File: src/otfl_defs.vh
// Operation
// - Levels one to three show live in warning status bits 3, 2, 1; fault pin untouched.
// - Level four shows live in warning status bit 8; fault pin untouched.
// - Warning level drives fault pin and shows live bit 0; no shutdown.
// - Fault level latches shutdown, drives fault pin, sets fault status bit 8.
// - Register reads keep working during shutdown; contents kept while supply is good.
// - Shutdown releases on clear command after temperature fell below fault level, or when the supply is lost.
`ifndef OTFL_DEFS_VH
`define OTFL_DEFS_VH
`define OTFL_ADDR_WARN 4'h1
`define OTFL_ADDR_FAULT 4'h3
`define OTFL_REG_W 11
`define OTFL_BIT_WARN 0
`define OTFL_BIT_L3 1
`define OTFL_BIT_L2 2
`define OTFL_BIT_L1 3
`define OTFL_BIT_L4 8
`define OTFL_BIT_SHDN 8
`define OTFL_RST_REG 11'h000
`endif

File: src/otfl_sync.v
`default_nettype none
module otfl_sync #(
  parameter W = 8
) (
  input wire clk,
  input wire rst_n,
  input wire [W-1:0] d,
  output wire [W-1:0] q
);
  reg [W-1:0] s1_reg;
  reg [W-1:0] s2_reg;
  // Second stage alone reads the first, to keep metastability contained.
  always @(posedge clk or negedge rst_n)
  begin
    if (!rst_n)
    begin
      s1_reg <= {W{1'b0}};
      s2_reg <= {W{1'b0}};
    end
    else
    begin
      s1_reg <= d;
      s2_reg <= s1_reg;
    end
  end
  assign q = s2_reg;
endmodule // otfl_sync
`default_nettype wire

File: src/otfl_top.v
`include "otfl_defs.vh"
`default_nettype none
module otfl_top (
  // Clock and reset
  input wire clk,
  input wire arst_n,
  // Comparator levels from the temperature sensor
  input wire thermal_level_one,
  input wire thermal_level_two,
  input wire thermal_level_three,
  input wire thermal_level_four,
  input wire thermal_warning,
  input wire thermal_fault,
  // Supply monitor and clear command
  input wire power_stage_supply_ok,
  input wire clear_faults_cmd,
  // Register read port
  input wire [3:0] rd_addr,
  input wire rd_en,
  output reg [10:0] rd_data,
  // Outputs
  output reg thermal_shutdown_latched,
  output reg fault_out_n
);
  reg rst1_reg;
  reg rst_n_reg;
  wire [7:0] sync_q;
  wire lv1;
  wire lv2;
  wire lv3;
  wire lv4;
  wire warn;
  wire flt;
  wire supply_ok;
  wire clr;
  reg [10:0] warn_stat;
  reg [10:0] fault_stat;
  reg shdn_next;
  wire [10:0] warn_bits;
  wire [10:0] fault_bits;
  wire hit_warn;
  wire hit_fault;
  reg [10:0] rd_next;
  reg pin_next;
  genvar g;

  // Reset release through two flip-flops.
  always @(posedge clk or negedge arst_n)
  begin
    if (!arst_n)
    begin
      rst1_reg <= 1'b0;
      rst_n_reg <= 1'b0;
    end
    else
    begin
      rst1_reg <= 1'b1;
      rst_n_reg <= rst1_reg;
    end
  end

  // The sensor and command come from outside this clock domain.
  otfl_sync #(
    .W(8)
  ) u_sync (
    .clk(clk),
    .rst_n(rst_n_reg),
    .d({clear_faults_cmd, power_stage_supply_ok, thermal_fault, thermal_warning,
        thermal_level_four, thermal_level_three, thermal_level_two, thermal_level_one}),
    .q(sync_q)
  );
  assign lv1 = sync_q[0];
  assign lv2 = sync_q[1];
  assign lv3 = sync_q[2];
  assign lv4 = sync_q[3];
  assign warn = sync_q[4];
  assign flt = sync_q[5];
  assign supply_ok = sync_q[6];
  assign clr = sync_q[7];

  // Each status bit is placed by its own position constant; nothing stops two equal constants from ORing their flags into one bit.
  generate
    for (g = 0; g < `OTFL_REG_W; g = g + 1)
    begin : g_stat
      wire take_l1;
      wire take_l2;
      wire take_l3;
      wire take_l4;
      wire take_warn;
      wire take_shdn;
      assign take_l1 = (g == `OTFL_BIT_L1);
      assign take_l2 = (g == `OTFL_BIT_L2);
      assign take_l3 = (g == `OTFL_BIT_L3);
      assign take_l4 = (g == `OTFL_BIT_L4);
      assign take_warn = (g == `OTFL_BIT_WARN);
      assign take_shdn = (g == `OTFL_BIT_SHDN);
      // Level flags are shown live and never reach the fault pin.
      assign warn_bits[g] = (take_l1 && lv1)
        || (take_l2 && lv2)
        || (take_l3 && lv3)
        || (take_l4 && lv4)
        || (take_warn && warn);
      assign fault_bits[g] = take_shdn && thermal_shutdown_latched;
    end
  endgenerate

  always @*
  begin
    warn_stat = warn_bits;
    fault_stat = fault_bits;
  end

  // Shutdown latch states.
  localparam ST_RUN = 1'b0;
  localparam ST_SHDN = 1'b1;

  // A clear while still hot is ignored, and the fault level wins over a clear in the same cycle.
  always @*
  begin
    shdn_next = thermal_shutdown_latched;
    case (thermal_shutdown_latched)
      ST_RUN:
      begin
        if (flt)
          shdn_next = ST_SHDN;
      end
      ST_SHDN:
      begin
        if (clr && !flt)
          shdn_next = ST_RUN;
      end
      default:
      begin
        shdn_next = ST_RUN;
      end
    endcase
    // Without a good supply, state is lost as on power-up.
    if (!supply_ok)
      shdn_next = ST_RUN;
  end

  always @*
  begin
    pin_next = 1'b1;
    if (warn)
      pin_next = 1'b0;
    if (thermal_shutdown_latched)
      pin_next = 1'b0;
  end

  assign hit_warn = (rd_addr == `OTFL_ADDR_WARN);
  assign hit_fault = (rd_addr == `OTFL_ADDR_FAULT);

  // Reads are served regardless of shutdown; an idle port keeps the last word.
  always @*
  begin
    rd_next = rd_data;
    if (rd_en)
    begin
      if (hit_warn)
        rd_next = warn_stat;
      else if (hit_fault)
        rd_next = fault_stat;
      else
        rd_next = `OTFL_RST_REG;
    end
  end

  always @(posedge clk or negedge rst_n_reg)
  begin
    if (!rst_n_reg)
    begin
      thermal_shutdown_latched <= ST_RUN;
    end
    else
    begin
      thermal_shutdown_latched <= shdn_next;
    end
  end

  always @(posedge clk or negedge rst_n_reg)
  begin
    if (!rst_n_reg)
    begin
      fault_out_n <= 1'b1;
    end
    else
    begin
      fault_out_n <= pin_next;
    end
  end

  always @(posedge clk or negedge rst_n_reg)
  begin
    if (!rst_n_reg)
    begin
      rd_data <= `OTFL_RST_REG;
    end
    else
    begin
      rd_data <= rd_next;
    end
  end
endmodule // otfl_top
`default_nettype wire

File: config.mk
export PLATFORM = sky130hd
export DESIGN_NAME = otfl_top
export DESIGN_NICKNAME = d
export VERILOG_FILES = /design/src/otfl_sync.v /design/src/otfl_top.v
export VERILOG_INCLUDE_DIRS = /design/src
export SDC_FILE = /design/constraint.sdc
export NUM_CORES = 1
export LEC_CHECK = 0
export ABC_AREA = 1
export BUFFER_PORTS_ARGS = -buffer_cell sky130_fd_sc_hd__clkbuf_2
export CAP_MARGIN = 20
export CORE_ASPECT_RATIO = 0.9
export CORE_MARGIN = 2
export CORE_UTILIZATION = 46
export CTS_CLUSTER_DIAMETER = 40
export DETAILED_ROUTE_END_ITERATION = 10
export HOLD_SLACK_MARGIN = 0.12
export PLACE_DENSITY = 0.79
export SLEW_MARGIN = 10
export SYNTH_ARGS = -nofsm -noshare
export SYNTH_HDL_FRONTEND = slang
export SYNTH_SLANG_ARGS = --single-unit
File: constraint.sdc
create_clock -name clk -period 1.01 [get_ports clk]
set_input_delay 0.101 -clock clk [delete_from_list [all_inputs] [get_ports clk]]
set_output_delay 0.101 -clock clk [all_outputs]
set_load 0.005 [all_outputs]
Word level (Yosys, flattened, before mapping)
Index checks and enable logic that the tools add are counted.
{"block": "classes", "eq_ne": 2, "muxes": 8, "bitwise": 1, "reduce_logical": 2}
{"op": "2-to-1 mux 11 bit", "count": 1}
{"op": "2-to-1 mux 9 bit", "count": 1}
{"op": "2-to-1 mux 1 bit", "count": 5}
{"op": "equality test 4 x 1 -> 1 bit (second input constant)", "count": 1}
{"op": "equality test 4 x 2 -> 1 bit (second input constant)", "count": 1}
{"op": "case mux 1 bit (2 select lines)", "count": 1}
{"op": "logical AND 1 bit", "count": 1}
{"op": "logical NOT 1 bit", "count": 1}
{"op": "inverter 1 bit", "count": 1}
{"block": "word_totals", "reg_bits": 31, "inputBits": 15, "output_inout_bits": 13, "wordCells": 20}

Depth between registers and ports, before layout
Gate-level depths: netlist of the first run.
{"block": "logic_depth", "word_depth": 5, "depth_mapped": 6, "ltp_nobuf": 6}

By module
From an unflattened synthesis of the first run, not the netlist that was laid out.
{"block": "unflattened", "hier_cells": 62, "hier_area_um2": 807.0}
{"module": "otfl_top", "instances": 1, "cells_per_inst": 46, "area_per_inst_um2": 406.6, "seq_area_each_um2": 226.5}
{"module": "otfl_sync", "instances": 1, "cells_per_inst": 16, "area_per_inst_um2": 400.4, "seq_area_each_um2": 400.4}

Worst setup path before layout of the first run
OpenSTA, ideal clock, no wires.
{"block": "synth_path", "kind": "register -> register", "startpoint": "register thermal_shutdown_latched", "endpoint": "register rd_data[8]", "setup_ps": 116, "t_arrival_ps": 658, "required_ps": 894, "setup_slack_ps": 236, "stages_incl_launch_ff": 7, "n_path_buf": 0, "synth_period_minus_slack_ps": 774, "path_cell_list": "dfrtp_1 nand2_1 inv_1 nand3_1 nand2_1 nand2_1 nand2_1"}
{"block": "synth_between", "elab_chain_len": 2}
{"element": "start: declaration", "line_no": "otfl_top.v:22", "source": "output reg thermal_shutdown_latched,"}
{"element": "start signal: assignment", "line_no": "otfl_top.v:177", "source": "thermal_shutdown_latched <= shdn_next;"}
{"element": "2-to-1 mux 9 bit", "line_no": "otfl_top.v:162", "source": "else if (hit_fault)"}
{"element": "2-to-1 mux 11 bit", "line_no": "otfl_top.v:160", "source": "if (hit_warn)"}
{"element": "end signal: assignment", "line_no": "otfl_top.v:197", "source": "rd_data <= `OTFL_RST_REG;"}
{"element": "end signal: assignment", "line_no": "otfl_top.v:201", "source": "rd_data <= rd_next;"}
{"element": "end: declaration", "line_no": "otfl_top.v:20", "source": "output reg [10:0] rd_data,"}
No other way between the ends.
A chain may end at the register's enable or synchronous reset.

Final worst setup path of the first run
{"block": "layout_path", "startpoint": "register fault_out_n", "endpoint": "output fault_out_n"}
{"element": "start: declaration", "line_no": "otfl_top.v:23", "source": "output reg fault_out_n"}
{"element": "start signal: assignment", "line_no": "otfl_top.v:189", "source": "fault_out_n <= pin_next;"}
No word-level cell between the ends.

==> impl_results.md, run 1 <==
* FF-to-FF setup slack at approximately 0.19 ns
* Outcome: finished with violations
* Finished Core Util at roughly 66%
* Critical Path Sink: fault_out_n
* Routability Congestion at approximately 0.77
* Crit path max fanout at 1
* Sw Pwr at approximately 0.35 mW
* Endpoints failing hold at 0
* Seq pwr share at ~65%
* Root buffer cell: clkbuf_4
* Global-route wire length before repair at 2.01 mm
* Startpoint types: flop
* FF-to-FF End: rd_data[8]
* All-Layer GR Usage at 14.8%
* CP top delay family: flip-flops
* Via count at 512
* Design area at ~1100 sq um
* Final min period at 1.04 ns
* CP max stage delay at 0.55 ns
* Number of I/O pins at 28
* Rows at 14
* CTS max path bufs at 2
* Combinational share of power at 8.6%
* Most common cell after layout, fill and taps aside: dfrtp_1
* Synth Register Bits at 25
* Non-Filler Instances at between 100 and 150
* Met3 WL at about 74 um
* Clk_lat worst skew at a little over 0.3 ns
* DR pass1 iterations at 2
* Crit path cell chain: buf_6
* Crit Reg-Reg Startpoint: thermal_shutdown_latched
* Detailed-route DRC error count at 0
* Post-CTS Repair Setup Buffers at 0
* Worst path slowest cell: dfstp_2
* P&R area growth vs syn at 36.4%
* Crit path depth at 1
* Bufs and invs on worst path at 1
* Post-Place Worst Slack at 0.191 ns
* Dpl cell area at about 920 sq um
* Setup WS post-layout at -0.0316 ns
* Gr ovfl total at 0
* Worst setup startpoint: fault_out_n
* Seq/Total Area, Yosys at slightly below 80%
* Synthesis Warnings at 0
* P_leak at between 0.5 and 0.6 nW
* Vias in the first global route at approximately 500
* Sw Share at 21.5%
* Die X at between 40 and 50 um
* Element type at the critical path end: output port
* Cells after Synth at just over 60
* Worst Skew at approximately 0.0070 ns
* Fin. max-slew vios at 0
* Antenna cell count at 0
* Highest Clock Rate at around 960 MHz
* WHS at 0.129 ns
* HP Class: in -> reg
* MaxCap Viol Count at 0
* Endpoints failing setup at 1
* Violated checks: negative setup slack
* DRT iter0 DRCs at 1
* Arr. time, crit path at about 0.94 ns
* Share of total power in the clock network at a little over a quarter
* Synthesized area at around 800 sq um
* Power density cells at ~1500 nW/um^2
* Final-stage net count at between 100 and 150
* Antenna violations before repair at 0
* Port-buffer cells at 21
* Share of cells above drive strength 1 at 28.7%
* Post-Route WL at 1.24 mm
* CTS Buf Count at 3
* DR vias/cell at 4.10
* Placed cells at around 110
* Final clock period utilization by the worst path at 103%
* Synth cell types at 12
* Area of the core at between 1500 and 2000 sq um
* Highest routed metal layer: met4
* Syn_area_per_cell at about 13 sq um
* Fillers at 128
* CTS tree: built
* Most frequent cells in the layout: 24 x dfrtp_1, 20 x clkbuf_2, 14 x dlygate4sd3_1
* Crit Path Class: reg -> out
* Routed Antenna Nets at 0
* Total Power at between 1.5 and 2 mW
* Internal power at approximately 1.3 mW
* Die H at ~44 um
* Die footprint at about 2100 sq um
* Worst vdd ir at around 1.1 mV
* Reg2Reg Depth at 6
* Wire per inst at between 9 and 10 um
* TNS Setup at -0.0316 ns
* RSZ-0062 raised after global routing: yes
* Htree depth at 1
* Initial core utilization at ~48%
* Largest net degree at the start of global routing at 24
* Clock transition at path regs at roughly 0.12 ns
* CTS sink cnt at 25
* M1 WL at around 480 um
* Required time worst endpoint at just over 0.9 ns
* Met2 Routed Length at around 650 um
==> routing by layer <==
metal / global-route usage (%) / vias up
met4: 9.73 / 0
met3: 2.50 / 4
li1: - / 251
met5: 0 / -
met1: 13.9 / 231
met2: 27.1 / 26
==> power groups by stage <==
stage / combinational [mW] / sequential, mW / clock (mW)
6_report: 0.140 / 1.07 / 0.426
5_1_grt: 0.161 / 1.07 / 0.483
4_1_cts: 0.136 / 1.06 / 0.435
3_5_place_dp: 0.0941 / 1.08 / 0
3_3_place_gp: 0.0919 / 1.08 / 0
2_1_floorplan: 0.0448 / 1.09 / 0
==> cells by family after synthesis <==
group | Yosys count | share of synthesized area [%]
other cells | 2 | 0.931
buf+inv | 10 | 7.44
compound gates | 5 | 3.41
flops | 25 | 77.7
simple gates | 20 | 10.5
==> worst min path at each step <==
stage | start | to | slack, ns | cells past startpoint
3_5_place_dp | arst_n | rst1_reg | -0.11 | 1
4_1_cts | rd_addr[0] | rd_data[8] | 0.13 | 5
6_report | rd_addr[0] | rd_data[8] | 0.13 | 5
2_1_floorplan | arst_n | rst1_reg | -0.19 | 0
5_1_grt | rd_addr[0] | rd_data[2] | 0.16 | 5
3_3_place_gp | arst_n | rst1_reg | -0.11 | 1
==> cell usage after synthesis <==
cell	count	area (sq um)
conb_1	2	7.51
nor2_2	2	12.5
o21a_1	1	7.51
nand3_1	2	10.0
nor2_1	2	7.51
dfrtp_1	24	601
o21ai_1	4	20.0
nand2_1	13	48.8
nand2_2	1	6.26
inv_1	4	15.0
buf_4	6	45.0
dfstp_2	1	26.3
==> worst register-to-register path, cell delays in order, from the launching register on <==
cell	delay, ns
dfrtp_1	0.42
nand2_1	0.07
inv_1	0.03
nand3_1	0.05
nand2_1	0.05
nand2_1	0.05
nand2_1	0.05
==> timing repair <==
item,in CTS,in global routing
endpoints found under the setup margin,1,3
hold buffers,14,0
gates resized for setup,0,2
hold endpoints to repair,15,0
cloned,0,0
==> area by class of cell <==
class | count | area (sq um) | area share [%]
flip-flops and latches | 25 | 627 | 56.9
inverters | 4 | 15.0 | 1.36
repair buffers | 36 | 259 | 23.5
clock buffers | 4 | 26.3 | 2.39
multi-input cells | 32 | 144 | 13.1
well taps | 24 | 30.0 | 2.73
Note: power is estimated with default switching activity, not from simulation.
==> inputs of run 2 (changes only) <==
- CELL_PAD_IN_SITES_DETAIL_PLACEMENT: not set -> 2
- CELL_PAD_IN_SITES_GLOBAL_PLACEMENT: not set -> 2
- CORE_UTILIZATION: 46 -> 29
- PLACE_DENSITY: 0.79 -> 0.78
==> run 2 against run 1 <==
Compared with the run above:
- the run still ends with negative setup slack left
- worst hold slack gained 0.028 ns
- die area grew 53%
- global-route usage shrank 2.7 points
- clock skew shrank 0.0044 ns
- via count grew 3.1%
- critical path type unchanged
- design area grew 0.34%
- combinational power is essentially flat
==> impl_results.md, run 2 (synthesis results as in run 1) <==
* WHS at 0.157 ns (+0.0282 ns)
* Share of total power in the clock network at 25.8% (-0.3 points)
* Die H at 54.0 um (+24%)
* Setup WS post-layout at -0.0282 ns (+0.00341 ns)
* Power density cells at 1470 nW/um^2 (-0.51%)
* DR vias/cell at 4.00 (-2.3%)
* Final clock period utilization by the worst path at 103% (-0.34 points)
* Die footprint at 3220 sq um (+53%)
* P_leak at 0.565 nW (+0.40%)
* Die X at 59.6 um (+24%)
* Bufs and invs on worst path at 1 (unchanged)
* Area of the core at 2700 sq um (+62%)
* Share of cells above drive strength 1 at 29.4% (+0.70 points)
* Post-Route WL at 1.56 mm (+26%)
* Required time worst endpoint at 0.91 ns (about the same)
* Routed Antenna Nets at 0 (unchanged)
* Clk_lat worst skew at 0.30 ns (about the same)
* MaxCap Viol Count at 0 (unchanged)
* CP top delay family: flip-flops
* Most common cell after layout, fill and taps aside: dfrtp_1
* Sw Pwr at 0.350 mW (-0.36%)
* Rows at 18 (+4)
* Post_cts resized at 0 (unchanged)
* Root buffer cell: clkbuf_4
* Most frequent cells in the layout: 24 x dfrtp_1, 21 x clkbuf_2, 14 x dlygate4sd3_1
* CTS max path bufs at 2 (unchanged)
* P&R area growth vs syn at 36.9%
* Startpoint types: flop
* Dpl cell area at 938 sq um (+1.6%)
* RSZ-0062 raised after global routing: yes
* Vias in the first global route at 634 (+26%)
* Internal power at 1.28 mW (-0.12%)
* Detailed-route DRC error count at 0 (unchanged)
* Arr. time, crit path at 0.94 ns (about the same)
* Wire per inst at 11.8 um (+19%)
* Worst Skew at 0.00255 ns (-0.00441 ns)
* CP max stage delay at 0.54 ns (about the same)
* Fin. max-slew vios at 0 (unchanged)
* Design area at 1100 sq um (+0.34%)
* Endpoints failing setup at 1 (unchanged)
* DRT iter0 DRCs at 0 (-1)
* Violated checks: negative setup slack
* Endpoints failing hold at 0 (unchanged)
* Initial core utilization at 29.9% (-19 points)
* Worst path slowest cell: dfstp_2
* DP Wirelength at between 1 and 1.5 mm
* Htree depth at 1 (unchanged)
* Crit path cell chain: clkbuf_2
* Port-buffer cells at 21 (unchanged)
* Sw Share at 21.5% (-0.040 points)
* Crit path max fanout at 1 (unchanged)
* Number of I/O pins at 28 (unchanged)
* Outcome: finished with violations
* Worst vdd ir at 0.761 mV (-30%)
* Clock transition at path regs at 0.12 ns (about the same)
* Post-CTS Repair Setup Buffers at 0 (unchanged)
* Antenna violations before repair at 0 (unchanged)
* Crit Path Class: reg -> out
* Via count at 528 (+3.1%)
* Seq pwr share at 65.4% (about the same)
* Gr ovfl total at 0 (unchanged)
* Final-stage net count at 118 (+0.85%)
* All-Layer GR Usage at 12.1% (-2.7 points)
* Final min period at 1.04 ns (-0.00341 ns)
* Element type at the critical path end: output port
* DR pass1 iterations at 1 (-1)
* CTS Buf Count at 3 (unchanged)
* Routability Congestion at 0.640 (-17%)
* Highest Clock Rate at 963 MHz (+0.33%)
* CTS tree: built
* HP Class: in -> reg
* CTS sink cnt at 25 (unchanged)
* Antenna cell count at 0 (unchanged)
* Largest net degree at the start of global routing at 15 (-38%)
* Global-route wire length before repair at 2.77 mm (+38%)
* Combinational share of power at 8.8% (+0.2 points)
==> run 2: changes by cell type in the layout (fill, tap and decap cells not counted) <==
cell,delta
buf_4,+1
buf_6,-1
clkbuf_2,+1
nor2_2,+1
nor2_4,-1
==> run 2: worst paths after layout <==
kind / cells past startpoint / slack [ns] / endpoint / start
worst max register to register: 6 / 0.16 / rd_data[8] / thermal_shutdown_latched
min in group asynchronous: 1 / 0.18 / u_sync.q[0] / rst_n_reg
max in group asynchronous: 3 / 0.25 / rst1_reg / arst_n
worst min register to register: 1 / 0.18 / u_sync.q[0] / rst_n_reg
worst min-delay path: 5 / 0.16 / rd_data[8] / rd_addr[0]
worst max-delay path: 1 / -0.03 / fault_out_n / fault_out_n
==> run 2: routing by layer <==
layer | global-route usage (%) | share of wire (%) | up-vias
met4 | 5.56 | 0 | 0
met1 | 11.6 | 36 | 259
met5 | 0 | 0 | -
met2 | 25.1 | 61 | 16
met3 | 1.44 | 3.3 | 0
li1 | - | - | 253
==> run 2: repair_timing <==
item                       CTS  global route
pin swaps                    0             0
hold endpoints to repair    15             0
hold buffers                14             0
setup endpoints to repair    1             2
==> run 2: area by class of cell <==
cell class	instances	area, sq um
Tap cell	30	37.5
Fill cell	280	1600
Multi-Input combinational cell	32	139
Inverter	4	15.0
Clock buffer	4	26.3
Sequential cell	25	627
Timing Repair Buffer	37	260
==> run 2: through the flow <==
stage | util (%) | instances | TNS (ns) | setup slack, ns | total power [mW]
3_3_place_gp | 34.7 | 114 | 0 | 0.226 | 1.18
4_1_cts | 40.9 | 132 | -0.0522 | -0.0522 | 1.66
5_1_grt | 40.9 | 132 | -0.0721 | -0.0685 | 1.72
2_1_floorplan | - | 67 | 0 | 0.236 | 1.14
3_5_place_dp | 34.7 | 114 | 0 | 0.159 | 1.19
6_report | 40.9 | 132 | -0.0282 | -0.0282 | 1.63
==> run 2: power groups by stage <==
stage / Combinational [mW] / Sequential (mW) / Clock [mW]
after floorplan: 0.0448 / 1.09 / 0
after global placement: 0.0961 / 1.08 / 0
after detailed placement: 0.101 / 1.08 / 0
after CTS: 0.143 / 1.07 / 0.449
after global routing: 0.166 / 1.07 / 0.479
final: 0.143 / 1.07 / 0.420
